[config.mk]
export PLATFORM = sky130hd
export DESIGN_NAME = attr_regs
export DESIGN_NICKNAME = d
export VERILOG_FILES = /design/src/include/attr_pkg.sv /design/src/rtl/attr_axis_cal.sv /design/src/rtl/attr_regs.sv
export SDC_FILE = /design/constraint.sdc
export NUM_CORES = 1
export LEC_CHECK = 0
export ABC_CLOCK_PERIOD_IN_PS = 7100
export BUFFER_PORTS_ARGS = -buffer_cell sky130_fd_sc_hd__buf_2
export CAP_MARGIN = 20
export CELL_PAD_IN_SITES_DETAIL_PLACEMENT = 0
export CELL_PAD_IN_SITES_GLOBAL_PLACEMENT = 2
export CORE_UTILIZATION = 36
export DETAILED_ROUTE_END_ITERATION = 8
export PLACE_DENSITY_LB_ADDON = 0.1
export SYNTH_ARGS = -nofsm -noshare
export SYNTH_HDL_FRONTEND = slang
export SYNTH_SLANG_ARGS = --single-unit
[constraint.sdc]
create_clock -name clk_i -period 7.1 [get_ports clk_i]
set_input_delay 1.42 -clock clk_i [delete_from_list [all_inputs] [get_ports clk_i]]
set_output_delay 1.42 -clock clk_i [all_outputs]
set_load 0.01 [all_outputs]
[src/include/attr_pkg.sv]
// Constants and carrier types for the accelerometer trim/trigger registers.
// Assumes an 8-bit register port from the serial front end, one clock.
package attr_pkg;
  localparam logic [7:0] ADDR_INIT_TWO  = 8'h28;
  localparam logic [7:0] ADDR_TRIGGERED_SAMPLING_MODE_CNT  = 8'h29;
  localparam logic [7:0] ADDR_X_OFF_LO  = 8'h2a;
  localparam logic [7:0] ADDR_X_OFF_HI  = 8'h2b;
  localparam logic [7:0] ADDR_Y_OFF_LO  = 8'h2c;
  localparam logic [7:0] ADDR_Y_OFF_HI  = 8'h2d;
  localparam logic [7:0] ADDR_Z_OFF_LO  = 8'h2e;
  localparam logic [7:0] ADDR_Z_OFF_HI  = 8'h2f;
  localparam logic [7:0] ADDR_X_GAIN_LO = 8'h30;
  localparam logic [7:0] ADDR_Y_GAIN_LO = 8'h31;
  localparam logic [7:0] ADDR_Z_GAIN_LO = 8'h32;
  localparam logic [7:0] RST_INIT_TWO   = 8'h00;
  localparam logic [7:0] RST_TRIGGERED_SAMPLING_MODE_CNT   = 8'h00;
  localparam logic [7:0] TRIGGERED_SAMPLING_MODE_CONTINUOUS = 8'hff;
  localparam int         GAIN_MSB_POS   = 7;
  localparam int         OFF_HI_W       = 7;
  localparam int         OFF_W          = 15;
  localparam int         GAIN_W         = 9;
  localparam int         GAIN_FRAC      = 8;
  localparam int         ACC_W          = 16;
  // Operating mode field encodings
  localparam logic [2:0] MODE_SLEEP     = 3'h0;
  localparam logic [2:0] MODE_STANDBY   = 3'h1;
  localparam logic [2:0] MODE_SNIFF     = 3'h2;
  localparam logic [2:0] MODE_CONTINUOUS_WAKE_MODE     = 3'h5;
  localparam logic [2:0] MODE_SNIFF_WAKE_MODE     = 3'h6;
  localparam logic [2:0] MODE_TRIGGERED_SAMPLING_MODE      = 3'h7;

  typedef struct packed {
    logic [OFF_W-1:0]  offset;
    logic [GAIN_W-1:0] gain;
  } attr_trim_t;

  typedef struct packed {
    logic [ACC_W-1:0] x;
    logic [ACC_W-1:0] y;
    logic [ACC_W-1:0] z;
  } attr_vec_t;

  typedef enum logic [1:0] {
    ATTR_IDLE  = 2'b00,
    ATTR_COUNT = 2'b01,
    ATTR_CONT  = 2'b10
  } attr_triggered_sampling_mode_state_t;
endpackage

[src/rtl/attr_axis_cal.sv]
// One axis calibration stage: gain scale then signed offset add.
// Assumes raw samples and trim values on the same clock.
`timescale 1ns/1ns
module attr_axis_cal
  import attr_pkg::*;
(
  // Clock and reset
  input  wire logic             clk_i,
  input  wire logic             sys_rst_i,
  // Sample in
  input  wire logic             valid_i,
  input  wire logic [ACC_W-1:0] raw_i,
  input  wire attr_trim_t       trim_i,
  // Sample out
  output logic      [ACC_W-1:0] cal_o
);
  logic signed [ACC_W+GAIN_W:0] prod;
  logic signed [ACC_W+GAIN_W:0] sum;
  logic        [ACC_W-1:0]      cal_q;

  // Gain is unity at 256, so a 9-bit value spans 0 to about 2x
  assign prod = $signed(raw_i) * $signed({1'b0, trim_i.gain});
  assign sum  = (prod >>> GAIN_FRAC)
              + (ACC_W+GAIN_W+1)'($signed(trim_i.offset));
  assign cal_o = cal_q;

  // Trim is sampled with each sample, so a write counts from the next one
  always_ff @(posedge clk_i or posedge sys_rst_i) begin
    if (sys_rst_i) begin
      cal_q <= '0;
    end else if (valid_i) begin
      cal_q <= sum[ACC_W-1:0];
    end
  end
endmodule

[src/rtl/attr_regs.sv]
// Trim and one-shot trigger register bank of the accelerometer.
// Assumes the serial front end delivers one-cycle write/read strobes
// on clk_i, and the mode controller supplies the operating mode field.
`timescale 1ns/1ns
module attr_regs
  import attr_pkg::*;
#(
  parameter attr_trim_t X_TRIM_RST = '{offset: 15'h0000, gain: 9'h100},
  parameter attr_trim_t Y_TRIM_RST = '{offset: 15'h0000, gain: 9'h100},
  parameter attr_trim_t Z_TRIM_RST = '{offset: 15'h0000, gain: 9'h100}
) (
  // Clock and reset
  input  wire logic       clk_i,
  input  wire logic       sys_rst_i,
  // Register port
  input  wire logic       reg_wr_i,
  input  wire logic       reg_rd_i,
  input  wire logic [7:0] reg_addr_i,
  input  wire logic [7:0] reg_wdata_i,
  output logic      [7:0] reg_rdata_o,
  // Factory calibration load
  input  wire logic       cal_load_i,
  input  wire attr_trim_t cal_x_i,
  input  wire attr_trim_t cal_y_i,
  input  wire attr_trim_t cal_z_i,
  // Mode and trigger
  input  wire logic [2:0] operating_mode_field_i,
  input  wire logic       triggered_sampling_mode_start_i,
  input  wire logic       sample_tick_i,
  output logic            sample_req_o,
  output logic            triggered_sampling_mode_busy_o,
  // Acceleration path
  input  wire attr_vec_t  raw_i,
  output attr_vec_t       extended_output_regs_o,
  output logic            ext_valid_o
);
  logic [7:0]       init_word_two_q;
  logic [7:0]       oneshot_sample_count_q;
  attr_trim_t       x_axis_q, y_axis_q, z_axis_q;
  logic [7:0]       rdata_q;
  attr_triggered_sampling_mode_state_t st_q, st_d;
  logic [7:0]       left_q, left_d;
  logic [2:0]       mode_prev_q;
  logic             req_q, valid_q, busy_q;
  attr_vec_t        cal;
  attr_trim_t       x_wr, y_wr, z_wr;

  function automatic attr_trim_t wr_trim(input attr_trim_t cur,
                                         input logic [7:0] a,
                                         input logic [7:0] lo,
                                         input logic [7:0] gl,
                                         input logic [7:0] d);
    attr_trim_t t;
    t = cur;
    if (a == lo) begin
      t.offset[7:0] = d;
    end
    if (a == lo + 8'h01) begin
      t.offset[OFF_W-1:8] = d[OFF_HI_W-1:0];
      t.gain[8] = d[GAIN_MSB_POS];
    end
    if (a == gl) begin
      t.gain[7:0] = d;
    end
    return t;
  endfunction

  wire mode_changed = operating_mode_field_i != mode_prev_q;
  // A zero count is refused, so an idle bank never starts an empty run
  wire triggered_sampling_mode_go      = triggered_sampling_mode_start_i
                   && operating_mode_field_i == MODE_TRIGGERED_SAMPLING_MODE
                   && oneshot_sample_count_q != 8'h00;
  wire last_sample  = sample_tick_i && left_q == 8'h01;
  // A tick that meets a mode change is dropped, the run is over by then
  wire take_sample  = (st_q != ATTR_IDLE) && !mode_changed
                   && sample_tick_i;
  // Plain register write decode
  wire wr_init_two  = reg_wr_i && reg_addr_i == ADDR_INIT_TWO;
  wire wr_triggered_sampling_mode_cnt  = reg_wr_i && reg_addr_i == ADDR_TRIGGERED_SAMPLING_MODE_CNT;

  // Next trim value of each axis if this cycle's write lands on it
  assign x_wr = wr_trim(x_axis_q, reg_addr_i, ADDR_X_OFF_LO,
                        ADDR_X_GAIN_LO, reg_wdata_i);
  assign y_wr = wr_trim(y_axis_q, reg_addr_i, ADDR_Y_OFF_LO,
                        ADDR_Y_GAIN_LO, reg_wdata_i);
  assign z_wr = wr_trim(z_axis_q, reg_addr_i, ADDR_Z_OFF_LO,
                        ADDR_Z_GAIN_LO, reg_wdata_i);

  // Trigger sequencer: count down or run until the mode field moves
  always_comb begin
    st_d   = st_q;
    left_d = left_q;
    case (st_q)
      ATTR_IDLE: begin
        if (triggered_sampling_mode_go) begin
          left_d = oneshot_sample_count_q;
          st_d   = (oneshot_sample_count_q == TRIGGERED_SAMPLING_MODE_CONTINUOUS)
                 ? ATTR_CONT : ATTR_COUNT;
        end
      end
      ATTR_COUNT: begin
        if (mode_changed || last_sample) begin
          st_d = ATTR_IDLE;
        end
        if (sample_tick_i) begin
          left_d = left_q - 8'h01;
        end
      end
      ATTR_CONT: begin
        if (mode_changed) begin
          st_d = ATTR_IDLE;
        end
      end
      default: st_d = ATTR_IDLE;
    endcase
  end

  // Busy has its own flop so the port comes straight from one
  always_ff @(posedge clk_i or posedge sys_rst_i) begin
    if (sys_rst_i) begin
      st_q        <= ATTR_IDLE;
      left_q      <= 8'h00;
      // Sleep differs from a live mode for one cycle only; idle ignores it
      mode_prev_q <= MODE_SLEEP;
      req_q       <= 1'b0;
      valid_q     <= 1'b0;
      busy_q      <= 1'b0;
    end else begin
      st_q        <= st_d;
      left_q      <= left_d;
      mode_prev_q <= operating_mode_field_i;
      req_q       <= take_sample;
      valid_q     <= req_q;
      busy_q      <= st_d != ATTR_IDLE;
    end
  end

  // Registers: factory load wins over a same-cycle host write, later host writes replace it
  always_ff @(posedge clk_i or posedge sys_rst_i) begin
    if (sys_rst_i) begin
      init_word_two_q        <= RST_INIT_TWO;
      oneshot_sample_count_q <= RST_TRIGGERED_SAMPLING_MODE_CNT;
      x_axis_q               <= X_TRIM_RST;
      y_axis_q               <= Y_TRIM_RST;
      z_axis_q               <= Z_TRIM_RST;
    end else if (cal_load_i) begin
      // Factory load is a boot-time event; a write in that cycle is lost
      x_axis_q <= cal_x_i;
      y_axis_q <= cal_y_i;
      z_axis_q <= cal_z_i;
    end else if (reg_wr_i) begin
      if (wr_init_two) begin
        init_word_two_q <= reg_wdata_i;
      end
      if (wr_triggered_sampling_mode_cnt) begin
        oneshot_sample_count_q <= reg_wdata_i;
      end
      x_axis_q <= x_wr;
      y_axis_q <= y_wr;
      z_axis_q <= z_wr;
    end
  end

  // Offset-high byte: gain bit 8 on top of offset bits 14 to 8
  function automatic logic [7:0] hi_byte(input attr_trim_t t);
    return {t.gain[GAIN_W-1], t.offset[OFF_W-1:8]};
  endfunction

  // Trim registers read back too, so software can do read-modify-write;
  // unmapped addresses read as zero
  wire [7:0] rd_mux =
      (reg_addr_i == ADDR_INIT_TWO)  ? init_word_two_q :
      (reg_addr_i == ADDR_TRIGGERED_SAMPLING_MODE_CNT)  ? oneshot_sample_count_q :
      (reg_addr_i == ADDR_X_OFF_LO)  ? x_axis_q.offset[7:0] :
      (reg_addr_i == ADDR_X_OFF_HI)  ? hi_byte(x_axis_q) :
      (reg_addr_i == ADDR_Y_OFF_LO)  ? y_axis_q.offset[7:0] :
      (reg_addr_i == ADDR_Y_OFF_HI)  ? hi_byte(y_axis_q) :
      (reg_addr_i == ADDR_Z_OFF_LO)  ? z_axis_q.offset[7:0] :
      (reg_addr_i == ADDR_Z_OFF_HI)  ? hi_byte(z_axis_q) :
      (reg_addr_i == ADDR_X_GAIN_LO) ? x_axis_q.gain[7:0] :
      (reg_addr_i == ADDR_Y_GAIN_LO) ? y_axis_q.gain[7:0] :
      (reg_addr_i == ADDR_Z_GAIN_LO) ? z_axis_q.gain[7:0] : 8'h00;

  always_ff @(posedge clk_i or posedge sys_rst_i) begin
    if (sys_rst_i) begin
      rdata_q <= 8'h00;
    end else if (reg_rd_i) begin
      rdata_q <= rd_mux;
    end
  end

  // Three identical axis stages share the one request strobe
  attr_axis_cal u_cal_x (
    .clk_i     (clk_i),
    .sys_rst_i (sys_rst_i),
    .valid_i   (req_q),
    .raw_i     (raw_i.x),
    .trim_i    (x_axis_q),
    .cal_o     (cal.x)
  );

  attr_axis_cal u_cal_y (
    .clk_i     (clk_i),
    .sys_rst_i (sys_rst_i),
    .valid_i   (req_q),
    .raw_i     (raw_i.y),
    .trim_i    (y_axis_q),
    .cal_o     (cal.y)
  );

  attr_axis_cal u_cal_z (
    .clk_i     (clk_i),
    .sys_rst_i (sys_rst_i),
    .valid_i   (req_q),
    .raw_i     (raw_i.z),
    .trim_i    (z_axis_q),
    .cal_o     (cal.z)
  );

  assign reg_rdata_o            = rdata_q;
  assign sample_req_o           = req_q;
  assign triggered_sampling_mode_busy_o            = busy_q;
  assign extended_output_regs_o = cal;
  assign ext_valid_o            = valid_q;
endmodule

# Yosys cells after proc, flatten, opt, wreduce, memory -nomap -nowiden
# Cells that the tools add are included.
# W data, S select, Z words.
dict set report word_totals {
  ff_bits 160
  inputBits 146
  output_inout_bits 59
  elab_cells 124
}
dict set report op_classes {
  addsub 4
  mul 3
  n_eq_ne 19
  mux 37
  n_bitwise 1
  n_reduce_logical 36
}
# cell n
set ops {}
lappend ops {{$mux W8} 19}
lappend ops {{$mux W24} 6}
lappend ops {{$eq A8 B6 Y1 const B} 11}
lappend ops {{$mul A16 B10 Y24} 3}
lappend ops {{$add A16 B15 Y16} 3}
lappend ops {{$reduce_bool A2 Y1} 13}
lappend ops {{$mux W7} 3}
lappend ops {{$reduce_and A2 Y1} 9}
lappend ops {{$pmux W8 S2} 1}
lappend ops {{$reduce_and A3 Y1} 3}
lappend ops {{$eq A8 B1 Y1 const B} 1}
lappend ops {{$eq A8 B8 Y1 const B} 1}
lappend ops {{$mux W2} 4}
lappend ops {{$reduce_bool A8 Y1} 1}
lappend ops {{$sub A8 B1 Y8 const B} 1}
lappend ops {{$logic_and A1 B1 Y1} 7}
lappend ops {{$pmux W2 S3} 1}
lappend ops {{$ne A2 B2 Y1 const B} 2}
lappend ops {{$eq A3 B3 Y1 const B} 1}
lappend ops {{$mux W1} 3}
lappend ops {{$ne A3 B3 Y1} 1}
lappend ops {{$eq A2 B1 Y1 const B} 1}
lappend ops {{$eq A2 B2 Y1 const B} 1}
lappend ops {{$logic_not A2 Y1} 1}
lappend ops {{other kinds (3)} 3}

# Logic depth before layout (Yosys ltp)
# Gate-level depths: netlist of the first run.
dict set report depth {
  depth_word 12
  mapped_depth 32
  depth_no_buf 30
}

# Cells and area by module
# From an unflattened synthesis of the first run, not the netlist that was laid out.
dict set report hier_totals {
  cells_unflattened 2572
  area_unflattened_um2 23960.5
}
# module n_inst cells_per_inst area_per_inst_um2 seq_area_each_um2
set modules_own_cells {}
lappend modules_own_cells {attr_regs 1 633 6138.4 2806.4}
lappend modules_own_cells {{attr_axis_cal (u_cal_z)} 1 650 5990.7 400.4}
lappend modules_own_cells {{attr_axis_cal (u_cal_y)} 1 645 5936.9 400.4}
lappend modules_own_cells {{attr_axis_cal (u_cal_x)} 1 644 5894.4 400.4}

# Worst setup path before layout of the first run
# Ideal clock, no wire load.
dict set report synth_path {
  path_kind {input port to flip-flop}
  from {input port raw_i[12] (netlist name)}
  to {register u_cal_z.cal_q[15] (netlist: u_cal_z.cal_o[15])}
  setup_time_ps 125
  t_arrival_ps 7554
  required_time_ps 6975
  path_slack_ps -579
  path_stages 28
  path_buffers 1
  cell_sequence {buf_1 -> nand2_1 -> fa_1 -> inv_1 -> fa_1 -> fa_1 -> fa_1 -> inv_1 -> fa_1 -> inv_1 -> ha_1 -> and3_1 -> a21oi_1 -> o21ai_0 -> a21oi_1 -> nor2b_1 -> o21ai_0 -> nand2b_1 -> xor2_1 -> ha_1 -> nand3_1 -> nand2_1 -> a41o_1 -> o41ai_4 -> o2111ai_1 -> a21oi_1 -> xnor3_1 -> mux2_4}
}
dict set report synth_via {
  elab_chain_cells 2
}
# item line_no
set synth_lines {}
lappend synth_lines {{start, declared} attr_regs.sv:33} ;# input wire attr_vec_t raw_i,
lappend synth_lines {{$mul A16 B10 Y24} attr_axis_cal.sv:22} ;# assign prod = $signed(raw_i) * $signed({1'b0, trim_i.gain});
lappend synth_lines {{$add A16 B15 Y16} attr_axis_cal.sv:24} ;# + (ACC_W+GAIN_W+1)'($signed(trim_i.offset));
lappend synth_lines {{end signal, assigned} attr_axis_cal.sv:32} ;# cal_q <= sum[ACC_W-1:0];
lappend synth_lines {{end, declared} attr_axis_cal.sv:19} ;# logic [ACC_W-1:0] cal_q;
# No other way between the ends.
# A chain may end at the register's enable or synchronous reset.

# Worst setup path after layout of the first run
dict set report layout_path {
  from {input port raw_i[39] (netlist name)}
  to {register u_cal_x.cal_q[13] (netlist: u_cal_x.cal_o[13])}
}
dict set report layout_via {
  elab_chain_cells 2
}
# item line_no
set layout_lines {}
lappend layout_lines {{$mul A16 B10 Y24} attr_axis_cal.sv:22}
lappend layout_lines {{$add A16 B15 Y16} attr_axis_cal.sv:24}
lappend layout_lines {{end signal, assigned} attr_axis_cal.sv:32}
lappend layout_lines {{end, declared} attr_axis_cal.sv:19}
# No other way between the ends.

==> results of run 1 <==
## stage by stage
stage | hold WS, ns | setup TNS, ns
after global placement | 0.484 | -11.58
after detailed placement | 0.493 | -13.47
after floorplan | 0.433 | -1.04
final | 0.502 | -0.485
after global routing | 0.521 | -2.82
after CTS | 0.508 | -0.226
## registers in the layout, indices dropped and copies added, names as in the netlist
signal and count:
ext_valid_o 1, init_word_two_q 8, left_q 8, mode_prev_q 3, oneshot_sample_count_q 8, reg_rdata_o 8, sample_req_o 1, st_q 2
triggered_sampling_mode_busy_o 1, u_cal_x.cal_o 16, u_cal_y.cal_o 16, u_cal_z.cal_o 16, x_axis_q 24, y_axis_q 24, z_axis_q 24
## per-layer routing
layer | vias to the layer above | routed length (µm) | GRT usage, %
met5 | - | 86 | 0
met4 | 12 | 2230 | 7.03
met3 | 94 | 2830 | 3.41
met2 | 336 | 37500 | 40.7
met1 | 9907 | 34500 | 31.2
li1 | 9060 | - | -
## cell type report
class	instances	area, µm²
repair buffers	554	3860
diodes	4	10.0
clock buffers	20	437
inverters	412	1550
clock inverters	12	103
fillers	6406	35000
flip-flops and latches	160	4010
well taps	855	1070
multi-input cells	1873	18700
## cell usage in the layout, fill, tap and decap left out, types with 10 or more instances in the layout
cell       Yosys  routed
a21oi_2        1      18
nor3_1        31      26
buf_2          4     185
dfrtp_1      157     156
inv_1        412     396
xnor2_1       80      66
nand2_2        0      17
nand2_1      311     290
o21ai_0      123     115
o21a_1        15      15
and2_1       239     229
inv_2          0      15
nand3_1       26      21
fa_2           0      12
and2_4         0      10
xnor2_2        0      14
mux2i_1       81      81
mux2_2        50      47
buf_4          0     341
a21o_1        24      24
buf_6          0      19
nor2_2         0      12
fa_1         345     333
ha_1         200     169
a211oi_1      17      13
nor2_1        74      59
ha_2           0      10
xor2_1        22      20
clkbuf_16      0      17
a21oi_1       75      55
ha_4           0      21
## worst max-delay path by stage
stage	to	cells after the start	startpoint
floorplan	u_cal_z.cal_o[15]	29	raw_i[5]
global placement	u_cal_y.cal_o[14]	28	raw_i[21]
detailed placement	u_cal_z.cal_o[15]	28	raw_i[8]
CTS	u_cal_x.cal_o[15]	30	raw_i[39]
global route	u_cal_x.cal_o[15]	30	raw_i[39]
finish	u_cal_x.cal_o[13]	28	raw_i[39]
## what timing repair did
action                                  CTS  global route
endpoints found under the hold margin     0             0
pin swaps                                63           112
endpoints found under the setup margin   17            22
gates resized for setup                  66           178
buffers inserted                         11            26
hold buffers                              0             0
## worst register-to-register path, delay by kind of cell, from the launching register on
kind | cells | cell delay (ns)
simple gates | 5 | 0.91
mux | 1 | 0.27
flops | 1 | 0.75
compound gates | 8 | 1.29
xor+xnor | 2 | 0.25
fa+ha+maj | 7 | 2.75
buf+inv | 6 | 0.62
## logic make-up (layout without fill, tap and decap cells)
| family | after synthesis | count (layout) | share of synthesized area (%) |
|---|---|---|---|
| flops | 160 | 160 | 16.9 |
| fa+ha+maj | 545 | 545 | 39.8 |
| other cells | 0 | 4 | 0 |
| xor+xnor | 104 | 104 | 3.97 |
| buf+inv | 516 | 998 | 8.21 |
| mux | 141 | 141 | 6.73 |
| compound gates | 332 | 332 | 8.76 |
| simple gates | 751 | 751 | 15.6 |
==> metrics.txt, run 1 <==
post-synthesis cell type count 74; DP Area 27900 µm²; via density per instance 4.99; Worst path slowest cell fa_1; Hold Path End u_cal_y.cal_o[0]; worst hold path type flip-flop to flip-flop; Remaining Overflow, GRT 0; critical path fanouts, max 4; Starting Density 36.6%; largest net degree at the start of global routing 90; R2R Path End u_cal_y.cal_o[12]; Reg clk slew, reported paths 0.07 ns; Ports 205; Fin. Hold Viols 0; dpl cells 3823; Slew HR 36.0%; Final WS setup -0.177 ns; critical path arrival 7.61 ns; Max Freq 0.137 GHz; CTS Sinks 160; violated checks setup timing; Die W 258 µm; CP bufs+invs 6; CTS root buf clkbuf_16; via count 19400; top-area cell type share of the netlist area 29.2%; CTS tree done; startpoint types input port; sequential fraction of the synthesis area 16.9%; standard-cell rows 93; antenna-violating nets left 0; critical path's largest stage delay 0.55 ns; Area growth syn-to-layout 25.7%; Yosys top cell by area fa_1; clock tree buffer depth 2; synth top area cells fa_1, dfrtp_1, ha_1; Synth Flop Type dfrtp_1; RSZ-0062 raised after global routing true; Post-synth EDFFs 0; Tcrit/Tclk final 102%; non-filler cells, final 3890; most used cell, CP fa_1; Crit. End Element flip-flop; final number of setup-violating endpoints 4; r2r startpoint y_axis_q[3]; R2R Setup Slk 0.16 ns; RePlAce Congestion 0.870; outcome finished with violations; port buffer count 204; DRT iter0 DRCs 821; Clock Latency Late Sink 0.45 ns; pins over their slew limit 0; Die Span Y 258 µm; Tmin final 7.28 ns; hold_sp u_cal_y.cal_o[0]; flops & latches, synth 160; first-pass GRT wire length 122000 µm; Synth Cell Area 23700 µm²; WS Path Type input port to flip-flop; Core ar. 64700 µm²; CTS Buf Count 17; drt drc 0; YS warnings 0; Synth Instances 2549; # Max-Cap Violations 0; asr flop ratio synth 100%; post-layout util 46.0%; Layout Nets 3709; vias in the first global route 21300; Detailed Route WL 77100 µm; hold path depth 1; htree depth 4; most frequent cell after synthesis inv_1; Initial DRT Pass Iterations 5; synthesized area per cell 9.28 µm²; wire per inst 19.8 µm; post-route cell area 29700 µm²; initial antenna violation count 8; worst slew pin tran 0.960 ns; Synth top cells by count inv_1, fa_1, nand2_1; die area 66800 µm²; skew final 0.0215 ns; Post-DP HPWL 63700 µm; GRT Util Overall 23.8%; cells on worst reg2reg path 29; worst path required time 7.43 ns; syn_nets 3240; layout cell share with drive strength beyond 1 27.9%; DP Worst Slack -0.757 ns; critical path's top delay family adder cells
Power of run 1 is not shown: default switching activity piles up to over one toggle a cycle in this logic, so the estimate is an artifact.
==> run 2: changes to the inputs <==
- REMOVE_ABC_BUFFERS: not set -> 1
- TNS_END_PERCENT: not set -> 50
==> run 2 against run 1 <==
- die area stayed put
- non-clock buffer count fell by 22
- final area shrank 1.3%
- worst setup slack better by 0.083 ns
- via count down 0.47%
- global-route usage increased by 0.36 points
- clock-buffer cell count fell by 3
- critical path depth shrank 1
- fmax grew 1.2%
- the run still ends with setup timing left
==> metrics.txt, run 2 (same netlist as run 1, synthesis figures left out) <==
Die Span Y 258 µm; non-filler cells, final 3864; vias in the first global route 21200; GRT Util Overall 24.2%; Fin. Hold Viols 0; # diodes 0; Initial DRT Pass Iterations 5; drt drc 0; Die W 258 µm; Area growth syn-to-layout 24.1%; Core ar. 64700 µm²; Slew HR 38.3%; skew final 0.0184 ns; R2R Setup Slk 0.25 ns; standard-cell rows 93; hold slack 0.506 ns; antenna-violating nets left 0; # Max-Cap Violations 0; CTS Buf Count 17; critical path fanouts, max 4; Post-DP HPWL 62900 µm; clock tree buffer depth 2; first-pass GRT wire length 122000 µm; CTS root buf clkbuf_16; startpoint types input port; Final WS setup -0.0938 ns; via count 19300; outcome finished with violations; Reg clk slew, reported paths 0.09 ns; die area 66800 µm²; CTS tree done; hold_sp left_q[4]; final number of setup-violating endpoints 4; r2r startpoint y_axis_q[1]; port buffer count 204; htree depth 4; largest net degree at the start of global routing 123; CTS Sinks 160; via density per instance 5.00; DRT iter0 DRCs 1068; pins over their slew limit 0; worst hold path type flip-flop to flip-flop; Starting Density 36.6%; CP Launch Point raw_i[37]; Largest regs x_axis_q: 24 flops, y_axis_q: 24 flops, z_axis_q: 24 flops; commonest non-fill, non-tap cell in the layout inv_1; Ports 205; critical path arrival 7.59 ns; RePlAce Congestion 0.863; Detailed Route WL 77400 µm; initial antenna violation count 5; Tmin final 7.19 ns; Layout Nets 3687; layout cell share with drive strength beyond 1 25.9%; RSZ-0062 raised after global routing true; violated checks setup timing; Max Freq 0.139 GHz; DP Area 27600 µm²; post-route cell area 29400 µm²; dpl cells 3804; wire per inst 20.0 µm; Crit. End Element flip-flop; Fillers 6456; worst slew pin tran 0.925 ns; worst path required time 7.49 ns; Clock Latency Late Sink 0.50 ns; hold buffers post-CTS 0; Remaining Overflow, GRT 0; Tcrit/Tclk final 101%; highest-count cells in the layout ignoring fill and taps inv_1, fa_1, buf_4; WS Path Type input port to flip-flop
## run 2: repair_timing
item | 4_1_cts | 5_1_grt
setup buffers | 13 | 17
endpoints found under the setup margin | 16 | 19
resized for setup | 93 | 113
pin swaps | 86 | 113
## run 2: path summary, 6_finish.rpt
check / endpoint / cells past startpoint
max: u_cal_x.cal_o[13] / 27
min: left_q[4] / 2
max reg2reg: u_cal_y.cal_o[12] / 29
min reg2reg: left_q[4] / 2
max in group asynchronous: x_axis_q[3] / 3
min in group asynchronous: u_cal_y.cal_o[12] / 2
## run 2: stage by stage
stage	setup TNS (ns)	setup slack, ns	utilization (%)
4_1_cts	-0.337	-0.109	44.4
3_3_place_gp	-14.54	-0.849	42.7
3_5_place_dp	-15.20	-0.864	42.7
2_1_floorplan	-2.37	-0.531	-
5_1_grt	-3.02	-0.337	45.4
6_report	-0.329	-0.0938	45.4
## run 2: metal layers
layer / global-route usage (%) / wire length, µm / up-vias
li1: - / - / 9028
met3: 3.29 / 2870 / 96
met2: 41.4 / 38000 / 352
met5: 0 / 50 / -
met4: 7.45 / 2180 / 8
met1: 31.6 / 34300 / 9834
## run 2: cell type report
| type | instances | area [µm²] | share of cell area (%) |
|---|---|---|---|
| Sequential cell | 160 | 4010 | 13.7 |
| Multi-Input combinational cell | 1873 | 18400 | 62.8 |
| Clock buffer | 17 | 425 | 1.45 |
| Timing Repair Buffer | 532 | 3650 | 12.4 |
| Tap cell | 855 | 1070 | 3.64 |
| Inverter | 412 | 1550 | 5.29 |
| Clock inverter | 15 | 199 | 0.678 |
## run 2: critical path, stage by stage
cell and delay, ns:
buf_8 0.08, nand2_4 0.05, fa_1 0.55, inv_2 0.05, fa_1 0.47, inv_1 0.05, fa_1 0.50, inv_2 0.04
fa_1 0.51, inv_2 0.04, fa_1 0.51, inv_2 0.05, ha_4 0.21, a21o_1 0.18, a21o_1 0.16, a31o_4 0.22
o31a_1 0.30, o21a_1 0.21, a21o_1 0.18, xor2_1 0.16, ha_2 0.17, or3_1 0.34, a311o_1 0.32, a31o_2 0.25
a21o_1 0.16, xor2_1 0.13, mux2_2 0.26
Power of run 2 is left out for the same reason.
